--- config.mk ---
export PLATFORM = sky130hd
export DESIGN_NAME = lsf_line_status
export DESIGN_NICKNAME = d
export VERILOG_FILES = /design/src/shared/lsf_pkg.sv /design/src/design/lsf_rx_mem.sv /design/src/design/lsf_break_watch.sv /design/src/design/lsf_line_status.sv
export SDC_FILE = /design/constraint.sdc
export NUM_CORES = 1
export LEC_CHECK = 0
export ABC_AREA = 1
export BUFFER_PORTS_ARGS = -buffer_cell sky130_fd_sc_hd__buf_4
export CELL_PAD_IN_SITES_DETAIL_PLACEMENT = 1
export CELL_PAD_IN_SITES_GLOBAL_PLACEMENT = 2
export CORE_MARGIN = 10
export CORE_UTILIZATION = 23
export CTS_CLUSTER_SIZE = 20
export DETAILED_ROUTE_END_ITERATION = 7
export GPL_TIMING_DRIVEN = 0
export PLACE_DENSITY_LB_ADDON = 0.1
export SETUP_SLACK_MARGIN = 0.4
export SLEW_MARGIN = 20
export SYNTH_ARGS = -nofsm -noshare
export SYNTH_HDL_FRONTEND = slang
export SYNTH_SLANG_ARGS = --single-unit
--- constraint.sdc ---
create_clock -name i_clk -period 2.7 [get_ports i_clk]
set_clock_uncertainty 0.1 [all_clocks]
set_input_delay 0.54 -clock i_clk [delete_from_list [all_inputs] [get_ports i_clk]]
set_output_delay 0.54 -clock i_clk [all_outputs]
set_load 0.03 [all_outputs]
--- src/shared/lsf_pkg.sv ---
// Line status flag block: register map, field positions and timing constants
package lsf_pkg;
  // Register offsets on the local port
  localparam logic [2:0] RX_BUF_OFS = 3'h0;
  localparam logic [2:0] IEN_OFS    = 3'h1;
  localparam logic [2:0] CTRL_OFS   = 3'h3;
  localparam logic [2:0] LSR_OFS    = 3'h5;
  // Line condition status bit positions
  localparam int DR_BIT   = 0;
  localparam int OE_BIT   = 1;
  localparam int PE_BIT   = 2;
  localparam int FE_BIT   = 3;
  localparam int BI_BIT   = 4;
  localparam int TX_HOLDING_VACANT_BIT = 5;
  localparam int TEMT_BIT = 6;
  localparam int FERR_BIT = 7;
  // Control register fields
  localparam int CTL_FIFO_BIT = 0;
  localparam int CTL_DLEN_LSB = 1;
  localparam int CTL_STOP_BIT = 3;
  localparam int CTL_PEN_BIT  = 4;
  localparam int CTL_EVEN_BIT = 5;
  // Interrupt enable fields
  localparam int IEN_TX_HOLDING_VACANT_BIT = 0;
  localparam int IEN_RLS_BIT  = 1;
  // Queue entry layout: data in the low byte, then error marks
  localparam int ENT_PE = 8;
  localparam int ENT_FE = 9;
  localparam int ENT_BI = 10;
  localparam int ENT_W  = 11;
  // Reset values
  localparam logic [7:0] LSR_RST  = 8'h00;
  localparam logic [5:0] CTRL_RST = 6'h00;
  localparam logic [1:0] IEN_RST  = 2'h0;
  // Oversampling: ticks per bit and the half-bit idle before restart
  localparam logic [7:0] TICKS_PER_BIT  = 8'h10;
  localparam logic [7:0] HALF_BIT_TICKS = 8'h08;
  localparam logic [3:0] MIN_DATA_BITS  = 4'h5;
endpackage

--- src/design/lsf_rx_mem.sv ---
// Receive queue storage with registered read data
module lsf_rx_mem #(
  parameter int W  = 11,
  parameter int AW = 4
) (
  // Clock
  input  wire logic          i_clk,
  // Write port
  input  wire logic          i_we,
  input  wire logic [AW-1:0] i_waddr,
  input  wire logic [W-1:0]  i_wdata,
  // Read port
  input  wire logic [AW-1:0] i_raddr,
  output logic      [W-1:0]  o_rdata
);
  logic [W-1:0] mem [2**AW];

  // Storage has no reset; the pointers decide what is valid
  always_ff @(posedge i_clk) begin
    if (i_we) begin
      mem[i_waddr] <= i_wdata;
    end
  end

  // Read data always come out of a register
  always_ff @(posedge i_clk) begin
    o_rdata <= mem[i_raddr];
  end
endmodule // lsf_rx_mem

--- src/design/lsf_break_watch.sv ---
// Break detector on the serial input with half-bit restart guard
module lsf_break_watch (
  // Clock and reset
  input  wire logic       i_clk,
  input  wire logic       i_rstn,
  // Line and timing
  input  wire logic       i_tick,
  input  wire logic       i_rxd,
  input  wire logic [7:0] i_char_ticks,
  // Results
  output logic            o_break,
  output logic            o_rx_ok
);
  typedef enum logic [1:0] {
    LSF_WATCH  = 2'b01,
    LSF_BROKEN = 2'b10
  } lsf_bw_t;

  lsf_bw_t    state;
  logic [7:0] cnt;

  // Low time is counted in oversample ticks; one pulse per break
  always_ff @(posedge i_clk or negedge i_rstn) begin
    if (!i_rstn) begin
      state   <= LSF_WATCH;
      cnt     <= 8'h00;
      o_break <= 1'b0;
    end else begin
      o_break <= 1'b0;
      unique case (state)
        LSF_WATCH: begin
          if (i_rxd) begin
            cnt <= 8'h00;
          end else if (i_tick) begin
            if (cnt >= i_char_ticks) begin
              state   <= LSF_BROKEN;
              o_break <= 1'b1;
              cnt     <= 8'h00;
            end else begin
              cnt <= cnt + 8'h01;
            end
          end
        end
        LSF_BROKEN: begin
          if (!i_rxd) begin
            cnt <= 8'h00;
          end else if (i_tick) begin
            if (cnt >= lsf_pkg::HALF_BIT_TICKS - 8'h01) begin
              state <= LSF_WATCH;
              cnt   <= 8'h00;
            end else begin
              cnt <= cnt + 8'h01;
            end
          end
        end
      endcase
    end
  end

  // Reception is held off until the line has idled half a bit
  always_ff @(posedge i_clk or negedge i_rstn) begin
    if (!i_rstn) begin
      o_rx_ok <= 1'b1;
    end else begin
      o_rx_ok <= (state == LSF_WATCH) && !(i_tick && !i_rxd && cnt >= i_char_ticks);
    end
  end
endmodule // lsf_break_watch

--- src/design/lsf_line_status.sv ---
// Line condition status logic: receive errors, queue tracking, transmit empties
// Notes on behaviour
// - Non-FIFO mode: bit 7 always reads zero
// - FIFO mode: bit 7 tracks queued errored characters
// - Bit 6 set when holding and shift empty
// - Bit 5 set on shift load, cleared on write
// - Transmit interrupt when bit 5 and enabled
// - FIFO mode: bit 5 means transmit queue empty
// - Bit 4 set after low for character time
// - Status read clears the break flag
// - One zero character queued per break
// - Restart only after half-bit high idle
// - FIFO errors shown when character reaches head
// - Line status interrupt on bits 1-4, enabled
// - Bit 3 set on zero stop bit; read clears
// - After framing error, resync on low level
// - Bit 2 set on parity mismatch; read clears
// - Non-FIFO: overrun when unread buffer is replaced
// - FIFO: overrun only when full; character dropped
// - Overrun set at once, read clears
// - Bit 0 set on arrival, cleared when drained
module lsf_line_status #(
  parameter int RX_AW    = 4,
  parameter int TX_DEPTH = 16
) (
  // Clock and reset
  input  wire logic       i_clk,
  input  wire logic       i_rstn,
  // Register port
  input  wire logic [2:0] i_addr,
  input  wire logic [7:0] i_wdata,
  input  wire logic       i_wr,
  input  wire logic       i_rd,
  output logic      [7:0] o_rdata,
  // Receive character from the deserializer
  input  wire logic       i_rx_valid,
  input  wire logic [7:0] i_rx_data,
  input  wire logic       i_rx_parity,
  input  wire logic       i_rx_stop,
  // Serial input and oversample tick
  input  wire logic       i_rxd,
  input  wire logic       i_os_tick,
  // Transmitter side
  input  wire logic       i_tx_load,
  input  wire logic       i_tx_shift_busy,
  output logic            o_tx_wr,
  output logic      [7:0] o_tx_wdata,
  // Receiver control and interrupts
  output logic            o_rx_enable,
  output logic            o_rx_resync,
  output logic            o_tx_int,
  output logic            o_rls_int
);
  localparam int RX_CW = RX_AW + 1;
  localparam int TX_CW = $clog2(TX_DEPTH + 1);

  logic [5:0]       ctrl;
  logic [1:0]       ien;
  logic [7:0]       line_condition_status;
  logic             flag_dr;
  logic             flag_oe;
  logic             flag_pe;
  logic             flag_fe;
  logic             flag_brk;
  logic             flag_vacant;
  logic             flag_idle;
  logic             flag_sum;
  logic [RX_AW-1:0] wr_ptr;
  logic [RX_AW-1:0] rd_ptr;
  logic [RX_CW-1:0] rx_cnt;
  logic [TX_CW-1:0] tx_cnt;
  logic [2**RX_AW-1:0] err_vec;
  logic [1:0]       hd_pipe;
  logic [7:0]       char_ticks;
  logic [lsf_pkg::ENT_W-1:0] head_q;
  logic [lsf_pkg::ENT_W-1:0] wr_ent;
  logic             brk_pulse;
  logic             rx_ok;

  // Access decode; a status read is a single-cycle clear pulse
  logic lsr_rd;
  logic pop;
  logic thr_wr;
  assign lsr_rd = i_rd && (i_addr == lsf_pkg::LSR_OFS);
  assign pop    = i_rd && (i_addr == lsf_pkg::RX_BUF_OFS) && (rx_cnt != '0);
  assign thr_wr = i_wr && (i_addr == lsf_pkg::RX_BUF_OFS);

  // Control fields
  logic       fifo_md;
  logic [3:0] dbits;
  logic       pen;
  logic       even;
  assign fifo_md = ctrl[lsf_pkg::CTL_FIFO_BIT];
  assign dbits   = lsf_pkg::MIN_DATA_BITS + {2'b00, ctrl[lsf_pkg::CTL_DLEN_LSB +: 2]};
  assign pen     = ctrl[lsf_pkg::CTL_PEN_BIT];
  assign even    = ctrl[lsf_pkg::CTL_EVEN_BIT];

  // Software-written control and enables
  always_ff @(posedge i_clk or negedge i_rstn) begin
    if (!i_rstn) begin
      ctrl <= lsf_pkg::CTRL_RST;
      ien  <= lsf_pkg::IEN_RST;
    end else if (i_wr) begin
      if (i_addr == lsf_pkg::CTRL_OFS) begin
        ctrl <= i_wdata[5:0];
      end
      if (i_addr == lsf_pkg::IEN_OFS) begin
        ien <= i_wdata[1:0];
      end
    end
  end

  // Full character time: start + data + parity + stop bits, in ticks
  always_ff @(posedge i_clk or negedge i_rstn) begin
    if (!i_rstn) begin
      char_ticks <= 8'h00;
    end else begin
      char_ticks <= 8'({4'h0, 4'h1 + dbits + {3'b000, pen} + {3'b000, ctrl[3]} + 4'h1}
                    * lsf_pkg::TICKS_PER_BIT);
    end
  end

  lsf_break_watch u_brk (
    .i_clk        (i_clk),
    .i_rstn       (i_rstn),
    .i_tick       (i_os_tick),
    .i_rxd        (i_rxd),
    .i_char_ticks (char_ticks),
    .o_break      (brk_pulse),
    .o_rx_ok      (rx_ok)
  );

  // Parity over the active data bits only
  function automatic logic par_bad(input logic [7:0] d, input logic [3:0] n, input logic p,
                                   input logic ev);
    logic [7:0] m;
    m = d & 8'(8'hff >> (4'h8 - n));
    return ev ? (^{m, p}) : !(^{m, p});
  endfunction

  // Incoming entry; a break queues one all-zero character
  logic push;
  logic rx_pe;
  logic rx_fe;
  always_comb begin
    rx_pe  = pen && par_bad(i_rx_data, dbits, i_rx_parity, even);
    rx_fe  = !i_rx_stop;
    wr_ent = '0;
    if (brk_pulse) begin
      wr_ent[lsf_pkg::ENT_BI] = 1'b1;
    end else begin
      wr_ent[7:0]             = i_rx_data;
      wr_ent[lsf_pkg::ENT_PE] = rx_pe;
      wr_ent[lsf_pkg::ENT_FE] = rx_fe;
    end
  end
  assign push = brk_pulse || (i_rx_valid && rx_ok);

  // Queue bookkeeping; the single buffer of non-FIFO mode is slot zero
  logic full;
  logic do_write;
  logic inc;
  logic ovr_set;
  logic wr_err;
  logic [RX_AW-1:0] waddr;
  logic [RX_AW-1:0] raddr;
  assign full     = fifo_md ? (rx_cnt == RX_CW'(2**RX_AW)) : (rx_cnt != '0);
  assign do_write = push && (!fifo_md || !full);
  assign inc      = fifo_md ? do_write : (push && (rx_cnt == '0 || pop));
  assign ovr_set  = push && full && (fifo_md || !pop);
  assign wr_err   = wr_ent[lsf_pkg::ENT_PE] | wr_ent[lsf_pkg::ENT_FE] | wr_ent[lsf_pkg::ENT_BI];
  assign waddr    = fifo_md ? wr_ptr : '0;
  assign raddr    = fifo_md ? rd_ptr : '0;

  lsf_rx_mem #(.W(lsf_pkg::ENT_W), .AW(RX_AW)) u_mem (
    .i_clk   (i_clk),
    .i_we    (do_write),
    .i_waddr (waddr),
    .i_wdata (wr_ent),
    .i_raddr (raddr),
    .o_rdata (head_q)
  );

  // Pointers, fill count and the two-cycle wait for a new head to read out
  always_ff @(posedge i_clk or negedge i_rstn) begin
    if (!i_rstn) begin
      wr_ptr  <= '0;
      rd_ptr  <= '0;
      rx_cnt  <= '0;
      hd_pipe <= 2'b00;
    end else begin
      if (do_write && fifo_md) begin
        wr_ptr <= wr_ptr + RX_AW'(1);
      end
      if (pop && fifo_md) begin
        rd_ptr <= rd_ptr + RX_AW'(1);
      end
      rx_cnt  <= rx_cnt + RX_CW'(inc) - RX_CW'(pop);
      hd_pipe <= {hd_pipe[0], fifo_md && ((do_write && rx_cnt == '0) || (pop && rx_cnt > 1))};
    end
  end

  // Error marks of each queued entry, for the summary flag
  always_ff @(posedge i_clk or negedge i_rstn) begin
    if (!i_rstn) begin
      err_vec <= '0;
    end else if (!fifo_md) begin
      err_vec <= '0;
    end else begin
      if (pop) begin
        err_vec[rd_ptr] <= 1'b0;
      end
      if (do_write) begin
        err_vec[wr_ptr] <= wr_err;
      end
    end
  end

  // Errors to flag: direct in non-FIFO mode, at the queue head in FIFO mode
  logic set_pe;
  logic set_fe;
  logic set_bi;
  assign set_pe = fifo_md ? (hd_pipe[1] && head_q[lsf_pkg::ENT_PE])
                          : (do_write && wr_ent[lsf_pkg::ENT_PE]);
  assign set_fe = fifo_md ? (hd_pipe[1] && head_q[lsf_pkg::ENT_FE])
                          : (do_write && wr_ent[lsf_pkg::ENT_FE]);
  assign set_bi = fifo_md ? (hd_pipe[1] && head_q[lsf_pkg::ENT_BI])
                          : (do_write && wr_ent[lsf_pkg::ENT_BI]);

  // Sticky receive flags; a new event in the clearing cycle wins
  always_ff @(posedge i_clk or negedge i_rstn) begin
    if (!i_rstn) begin
      flag_oe  <= 1'b0;
      flag_pe  <= 1'b0;
      flag_fe  <= 1'b0;
      flag_brk <= 1'b0;
    end else begin
      flag_oe  <= ovr_set || (flag_oe && !lsr_rd);
      flag_pe  <= set_pe || (flag_pe && !lsr_rd);
      flag_fe  <= set_fe || (flag_fe && !lsr_rd);
      flag_brk <= set_bi || (flag_brk && !lsr_rd);
    end
  end

  // Status byte is assembled from flags, each kept by one process only
  assign line_condition_status = {flag_sum, flag_idle, flag_vacant, flag_brk, flag_fe, flag_pe, flag_oe, flag_dr};

  // Data ready follows the fill count; error summary only in FIFO mode
  always_ff @(posedge i_clk or negedge i_rstn) begin
    if (!i_rstn) begin
      flag_dr  <= 1'b0;
      flag_sum <= 1'b0;
    end else begin
      flag_dr  <= (rx_cnt + RX_CW'(inc) - RX_CW'(pop)) != '0;
      flag_sum <= fifo_md && ((do_write && wr_err) ||
                  (flag_sum && !(lsr_rd && err_vec == '0)));
    end
  end

  // Transmit occupancy: one holding slot, or the queue in FIFO mode
  logic [TX_CW-1:0] tx_next;
  logic [TX_CW-1:0] tx_cap;
  assign tx_cap  = fifo_md ? TX_CW'(TX_DEPTH) : TX_CW'(1);
  always_comb begin
    tx_next = tx_cnt;
    if (i_tx_load && tx_cnt != '0) begin
      tx_next = tx_next - TX_CW'(1);
    end
    if (thr_wr && tx_next < tx_cap) begin
      tx_next = tx_next + TX_CW'(1);
    end
  end

  // Holding empty and transmitter idle flags; write data forwarded one cycle later
  always_ff @(posedge i_clk or negedge i_rstn) begin
    if (!i_rstn) begin
      tx_cnt                 <= '0;
      flag_vacant            <= 1'b0;
      flag_idle              <= 1'b0;
      o_tx_wr                <= 1'b0;
      o_tx_wdata             <= 8'h00;
    end else begin
      tx_cnt                 <= tx_next;
      flag_vacant            <= tx_next == '0;
      flag_idle              <= (tx_next == '0) && !i_tx_shift_busy;
      o_tx_wr                <= thr_wr;
      o_tx_wdata             <= i_wdata;
    end
  end

  // Interrupts, receiver enable and resync request
  always_ff @(posedge i_clk or negedge i_rstn) begin
    if (!i_rstn) begin
      o_tx_int    <= 1'b0;
      o_rls_int   <= 1'b0;
      o_rx_enable <= 1'b1;
      o_rx_resync <= 1'b0;
    end else begin
      o_tx_int    <= line_condition_status[lsf_pkg::TX_HOLDING_VACANT_BIT] && ien[lsf_pkg::IEN_TX_HOLDING_VACANT_BIT];
      o_rls_int   <= (|line_condition_status[lsf_pkg::BI_BIT:lsf_pkg::OE_BIT]) && ien[lsf_pkg::IEN_RLS_BIT];
      o_rx_enable <= rx_ok;
      o_rx_resync <= i_rx_valid && rx_ok && rx_fe;
    end
  end

  // Read data stand in the cycle after the strobe only
  always_ff @(posedge i_clk or negedge i_rstn) begin
    if (!i_rstn) begin
      o_rdata <= lsf_pkg::LSR_RST;
    end else if (!i_rd) begin
      o_rdata <= 8'h00;
    end else begin
      unique case (i_addr)
        lsf_pkg::RX_BUF_OFS: o_rdata <= head_q[7:0];
        lsf_pkg::IEN_OFS:    o_rdata <= {6'h00, ien};
        lsf_pkg::CTRL_OFS:   o_rdata <= {2'b00, ctrl};
        lsf_pkg::LSR_OFS:    o_rdata <= line_condition_status;
        default:             o_rdata <= 8'h00;
      endcase
    end
  end
endmodule // lsf_line_status

==> impl_metrics.tcl, run 1 <==
set metrics [dict create \
    run_status "complete, but fails checks" \
    violations "setup timing" \
    synth.distinct_cells 49 \
    clk_root_buffer_cell "clkbuf_16" \
    start_util_pct 23.25 \
    pwr-share-seq_pct 36.0 \
    final_common_cell "nor2_1" \
    crit_start "ctrl[0]$_DFFE_PN0P_" \
    antenna_found_initial 1 \
    end_kind "register" \
    grt_max_degree 90 \
    port-buffer-count 50 \
    drtIter0Drc 469 \
    netlist_instances 1160 \
    yosysWarningCount 0 \
    p_clk_share_pct 31.1 \
    die_w_um 250.7 \
    clk_path_buf_depth 3 \
    numCtsBuffers 36 \
    slew_violations 0 \
    synth-seq-area-share_pct 63.19 \
    critPathRequiredTime_ps 3080 \
    cts_tree "yes" \
    num_vias 8964 \
    grt_pass1_vias 9565 \
    ys_ff_latch 276 \
    cts_sinks 276 \
    whs_ps 30.41 \
    place_hpwl_um 29270 \
    fin_crit_ps 2792 \
    path_class "reg -> reg" \
    finalSetupTns_ps -91.61 \
    crit_chain "buf_4, inv_2, clkbuf_4, o21ai_1, inv_1, ha_4, inv_2, ha_4, fa_2, a21oi_2, nor2_1, nor2_1, xor2_1, inv_1, nand2_1" \
    design.die.area_mm2 0.06286 \
    rrSetupSlack_ps -90 \
    setup_ws_ps -91.61 \
    reg2reg_from "ctrl[0]$_DFFE_PN0P_" \
    fmax_mhz 358.2 \
    vias_per_cell 4.422 \
    crit-reg2reg-capture "flag_dr$_DFF_PN0_" \
    path_buf_inv 6 \
    internal_power_mw 9.359 \
    synth_edf_count 176 \
    drive_above_1_share_pct 26.89 \
    r2r_cells 15 \
    ir_drop_mv 0.3645 \
    cp_max_fo 10 \
    avgRoutedWirePerCell_um 21.09 \
    dr.pass1.iters 4 \
    placed_cells 1904 \
    relSlewSlack_pct 38.23 \
    path_clk_slew_ps 60 \
    switching_share_pct 36.52 \
    pre_cts_slack_ps -853.0 \
    drc 0 \
    setup_viol 1 \
    syn_nets 1222 \
    worst_slew_pin_slew_ps 926.5 \
    nets 1375 \
    mostFrequentLayoutCells "nor2_1, edfxtp_1, inv_1, nand2_1, dfrtp_1" \
    clk-insertion-delay-late_ps 550 \
    grt_pass1_wl_um 63400 \
    critPathLaunchType "register" \
    power.switching_mw 5.385 \
    cpPeakStageDelay_ps 380 \
    routed_wl_um 42750 \
    syn_to_final_growth_pct 33.52 \
    gp_congestion 0.7472 \
    finalNonFillerCells 2027 \
    core_area_mm2 0.05266 \
    p_total_mw 14.74 \
    hold_viol 0 \
    hp-class "in -> reg" \
    grt_use_total_pct 13.41 \
    pin_count 51 \
    syn_area_mm2 0.01224 \
    p_leak_nw 6.486 \
    critPathCapture "flag_dr$_DFF_PN0_" \
    htree_num_levels 2 \
    arrival_ps 3170 \
    synth-main-ff-cell "edfxtp_1" \
    grt-ovfl-total 0 \
    fin_crit_sh_pct 103.4 \
    avgSynthCellArea_um2 10.55 \
    cap_violations 0 \
    antennaDiodeCount 0 \
    async_reset_ff_share_pct 32.25 \
    drtAntennaViolNets 0 \
    fp-row-count 84 \
    p_comb_share_pct 33.0 \
    power_density_mw_per_mm2 902.0 \
    cp_top_family "adder cells" \
    fp.dieH_um 250.7 \
    slowest_stage "dfrtp_1" \
    cp_num_cells 15 \
    rsz0062_at_grt "yes" \
]
[final cells by class]
class | instances | area, um^2
Tap cell | 688 | 860.8
Fill cell | 5746 | 36310
Inverter | 132 | 508.0
Sequential cell | 276 | 7742
Buffer | 41 | 245.2
Multi-Input combinational cell | 711 | 4612
Clock inverter | 14 | 96.34
Timing Repair Buffer | 115 | 1276
Clock buffer | 50 | 1006
[Yosys cell counts, types with 2 or more instances]
cell type  number  share of area [%]
fa_1            2               0.33
dfxtp_1        11                1.8
xnor2_1         6               0.43
nand2_2         6               0.31
nand3_1        56                2.3
or2_2           2               0.10
o311ai_0       41                2.9
nand2_1       126                3.9
mux2_2          2               0.18
clkbuf_1       27               0.83
ha_1           30                3.1
dfstp_2         3               0.64
o21ai_0        73                3.0
o22ai_1         2               0.10
inv_2           7               0.21
nand3_4         2               0.29
o211ai_1        7               0.43
buf_4           3               0.18
xor2_1         15                1.1
inv_1         124                3.8
nor4_1          5               0.26
nor2_4          4               0.37
nor2_1        236                7.2
edfxtp_1      176                 43
buf_1           5               0.15
nor2_2          7               0.36
buf_2           5               0.20
dfrtp_1        86                 18
a221oi_1        2               0.14
nand3_2         4               0.33
o311ai_1        2               0.14
a21oi_1        32                1.3
nor3_1         11               0.45
nand4_1         8               0.41
nand2_4         3               0.28
o21ai_1        15               0.61
o221ai_1        2               0.14
[worst min-delay path by stage]
stage | start | endpoint | depth (start not counted)
after detailed placement | hd_pipe[0]$_DFF_PN0_ | hd_pipe[1]$_DFF_PN0_ | 0
final | i_wdata[0] | o_tx_wdata[0]$_DFF_PN0_ | 1
after CTS | i_wdata[0] | o_tx_wdata[0]$_DFF_PN0_ | 1
after global placement | hd_pipe[0]$_DFF_PN0_ | hd_pipe[1]$_DFF_PN0_ | 0
after floorplan | i_rstn | char_ticks[4]$_DFF_PN0_ | 0
after global routing | i_wdata[0] | o_tx_wdata[0]$_DFF_PN0_ | 1
[stage by stage]
stage | cell area [um^2] | utilization, %
finish | 16350 | 31.05
global route | 16350 | 31.05
CTS | 15770 | 29.94
detailed placement | 13760 | 26.13
global placement | 13620 | 25.87
floorplan | 12390 | -
[sequential cells by signal, indices dropped and copies added, names as in the netlist, 5 cells and up]
signal / flops
ctrl: 6
err_vec: 16
o_rdata: 8
o_tx_wdata: 8
rx_cnt: 5
tx_cnt: 5
u_brk.cnt: 8
u_mem.mem: 176
u_mem.o_rdata: 11
[power by group through the flow]
stage	logic [mW]	registers, mW	clock network (mW)
2_1_floorplan	2.45	5.35	0
3_3_place_gp	4.07	5.39	0
3_5_place_dp	4.11	5.39	0
4_1_cts	4.59	5.30	4.75
5_1_grt	5.41	5.36	4.93
6_report	4.86	5.30	4.58
[cell families (layout without fill, tap and decap cells)]
group	after synthesis	count (layout)	synth area share, %
AO/OA/AOI/OAI	182	182	9.259
flip-flops	276	276	63.19
XOR/XNOR	21	21	1.502
adder cells (fa/ha/maj)	32	32	3.393
multiplexers	2	2	0.1839
buffers and inverters	173	352	5.508
AND/OR/NAND/NOR	474	474	16.96
[layer usage]
layer | track usage (%) | vias up | wire length [um]
li1 | - | 4266 | -
met1 | 18.08 | 4498 | 20110
met2 | 21.55 | 149 | 19830
met3 | 2.529 | 51 | 1861
met4 | 3.683 | 0 | 950
met5 | 0 | - | 0
[what timing repair did]
item / 4_1_cts / 5_1_grt
buffers inserted: 40 / 7
gates resized for setup: 85 / 153
pin swaps: 27 / 18
hold buffers: 8 / 0
endpoints found under the hold margin: 15 / 0
setup endpoints to repair: 375 / 195
gates cloned: 2 / 2
No activity file was read; power rests on OpenSTA's default activity.
==> run 2: changes to the inputs <==
--- a/config.mk
+++ b/config.mk
@@ -15,8 +15,10 @@
 export DETAILED_ROUTE_END_ITERATION = 7
 export GPL_TIMING_DRIVEN = 0
 export PLACE_DENSITY_LB_ADDON = 0.1
+export REMOVE_ABC_BUFFERS = 1
 export SETUP_SLACK_MARGIN = 0.4
 export SLEW_MARGIN = 20
 export SYNTH_ARGS = -nofsm -noshare
 export SYNTH_HDL_FRONTEND = slang
 export SYNTH_SLANG_ARGS = --single-unit
+export TNS_END_PERCENT = 100
==> run 2 against run 1 <==
  * Setup slack lost 1.5 ps
  * Utilization shrank 0.78 points
  * Sequential share of layout area grew 1.3 points
  * Register-to-register slack is essentially flat
  * Critical path type unchanged
  * The run ends with hold timing, setup timing left
  * Highest routed layer unchanged
==> impl_metrics.tcl, run 2 (same netlist as run 1, synthesis figures left out) <==
set metrics [dict create \
    dr.pass1.iters 4 \
    internal_power_mw 9.601 \
    cap_violations 0 \
    multiInputGateArea_mm2 0.004380 \
    port-buffer-count 50 \
    die_w_um 250.7 \
    end_kind "register" \
    setup_viol 15 \
    fin_crit_ps 2793 \
    whs_ps -52.08 \
    rsz0062_at_grt "yes" \
    p_total_mw 14.88 \
    pin_count 51 \
    cp_max_fo 2 \
    final_common_cell "nor2_1" \
    setup_ws_ps -93.12 \
    finalNonFillerCells 2005 \
    mostFrequentLayoutCells "nor2_1, edfxtp_1, inv_1, nand2_1, buf_4" \
    path_clk_slew_ps 60 \
    grt-ovfl-total 0 \
    fin_crit_sh_pct 103.4 \
    relSlewSlack_pct 24.21 \
    routed_wl_um 41550 \
    final_core_util_pct 30.26 \
    clk-insertion-delay-late_ps 540 \
    syn_to_final_growth_pct 30.15 \
    grt_pass1_wl_um 62340 \
    drtAntennaViolNets 0 \
    hold_viol 24 \
    clk_root_buffer_cell "clkbuf_16" \
    cts_sinks 276 \
    numCtsBuffers 37 \
    placed_cells 1874 \
    cts_tree "yes" \
    avgRoutedWirePerCell_um 20.72 \
    path_class "reg -> reg" \
    worst_slew_pin_slew_ps 1133 \
    largest_reg_flops 176 \
    grt_use_total_pct 13.14 \
    design.die.area_mm2 0.06286 \
    slew_violations 0 \
    violations "hold timing, setup timing" \
    vias_per_cell 4.367 \
    reg.largest.list "u_mem.mem: 176 flops, err_vec: 16 flops, u_mem.o_rdata: 11 flops" \
    switching_share_pct 35.49 \
    gp_congestion 0.6817 \
    nets 1354 \
    p_comb_share_pct 30.4 \
    fillCellCount 5798 \
    critPathRequiredTime_ps 3010 \
    ir_drop_mv 0.4350 \
    grt_max_degree 90 \
    power_density_mw_per_mm2 934.0 \
    core_area_mm2 0.05266 \
    num_vias 8756 \
    crit_start "rx_cnt[2]$_DFF_PN0_" \
    pwr-share-seq_pct 36.3 \
    fp.dieH_um 250.7 \
    hp-class "in -> async" \
    run_status "complete, but fails checks" \
    drive_above_1_share_pct 23.31 \
    regArea_mm2 0.007750 \
    critPathLaunchType "register" \
    grt_pass1_vias 9326 \
    antenna_found_initial 0 \
    power.switching_mw 5.281 \
    place_hpwl_um 24940 \
    pre_cts_slack_ps -1658 \
    largest_register "u_mem.mem" \
    antennaDiodeCount 0 \
    start_util_pct 23.25 \
    reg2reg_from "rx_cnt[2]$_DFF_PN0_" \
    fmax_mhz 358.0 \
    arrival_ps 3100 \
    drtIter0Drc 301 \
    htree_num_levels 2 \
    clk_path_buf_depth 3 \
    p_clk_share_pct 33.2 \
    drc 0 \
    fp-row-count 84 \
    p_leak_nw 6.352 \
]
-- run 2: cell count changes in the layout (fill, tap and decap cells not counted), moves of 6 or more --
cell,previous run,this run
o21ai_2,15,2
a21oi_1,18,27
clkbuf_4,6,0
buf_12,21,8
clkbuf_1,18,8
a21oi_2,13,4
o311ai_4,9,0
nand2_2,24,14
buf_4,72,91
clkbuf_2,19,0
o21ai_1,24,16
o311ai_0,6,27
o21ai_0,49,69
o311ai_2,18,2
-- run 2: power groups by stage --
stage	logic (mW)	registers [mW]	clock network, mW
after detailed placement	3.71	5.44	0
after global placement	3.50	5.55	0
after CTS	4.39	5.41	5.13
final	4.53	5.41	4.94
after global routing	5.11	5.47	5.30
after floorplan	2.18	5.42	0
-- run 2: final timing paths --
path                                            endpoint  slack (ps)  depth (start not counted)
worst max-delay path                   flag_dr$_DFF_PN0_         -90                         16
worst min-delay path            u_brk.cnt[0]$_DFFE_PN0P_         -50                          1
worst max register to register         flag_dr$_DFF_PN0_         -90                         16
worst min register to register      hd_pipe[1]$_DFF_PN0_         250                          0
max in group asynchronous          rd_ptr[0]$_DFFE_PN0P_        1750                          1
min in group i_clk                   flag_idle$_DFF_PN0_          50                          2
-- run 2: metrics by stage --
stage,instance area [um^2],setup TNS (ps),hold slack [ps]
final,15930,-654.3,-52.08
after global routing,15930,-5674,10.15
after CTS,15640,-2283,5.527
after detailed placement,13620,-252110,237.1
after global placement,13300,-391850,236.8
after floorplan,12060,-19140,144.4
-- run 2: layer usage --
| layer | up-vias | GRT usage (%) | share of wire (%) |
|---|---|---|---|
| li1 | 4244 | - | - |
| met1 | 4335 | 17.77 | 47 |
| met2 | 124 | 20.99 | 46 |
| met3 | 53 | 2.406 | 4.2 |
| met4 | 0 | 3.890 | 2.5 |
| met5 | - | 0 | 0 |
-- run 2: worst max-delay path: stages (launching register included) --
cell and delay (ps):
dfrtp_1 360, inv_2 60, ha_4 170, nand2_4 60, nor2_4 40, buf_6 120
o21ai_4 140, nand2_2 70, o21ai_1 120, inv_1 80, ha_4 260, inv_2 40
ha_4 150, fa_2 350, xnor2_1 180, nor4_2 290, nand2_1 90
-- run 2: area by class of cell --
cell class | instances | area share [%]
clock buffer | 47 | 6.243
clock inverter | 17 | 1.311
inverter | 132 | 3.408
multi-input combinational | 717 | 27.49
sequential | 276 | 48.64
tap | 688 | 5.402
timing repair buffer | 126 | 7.358
timing repair inverter | 2 | 0.1492
-- run 2: timing repair --
item / in CTS / in global routing
hold buffers: 8 / 0
setup endpoints to repair: 244 / 228
endpoints found under the hold margin: 8 / 0
resized for setup: 84 / 47
gates cloned: 8 / 0
pin swaps: 29 / 26
buffers inserted: 36 / 15
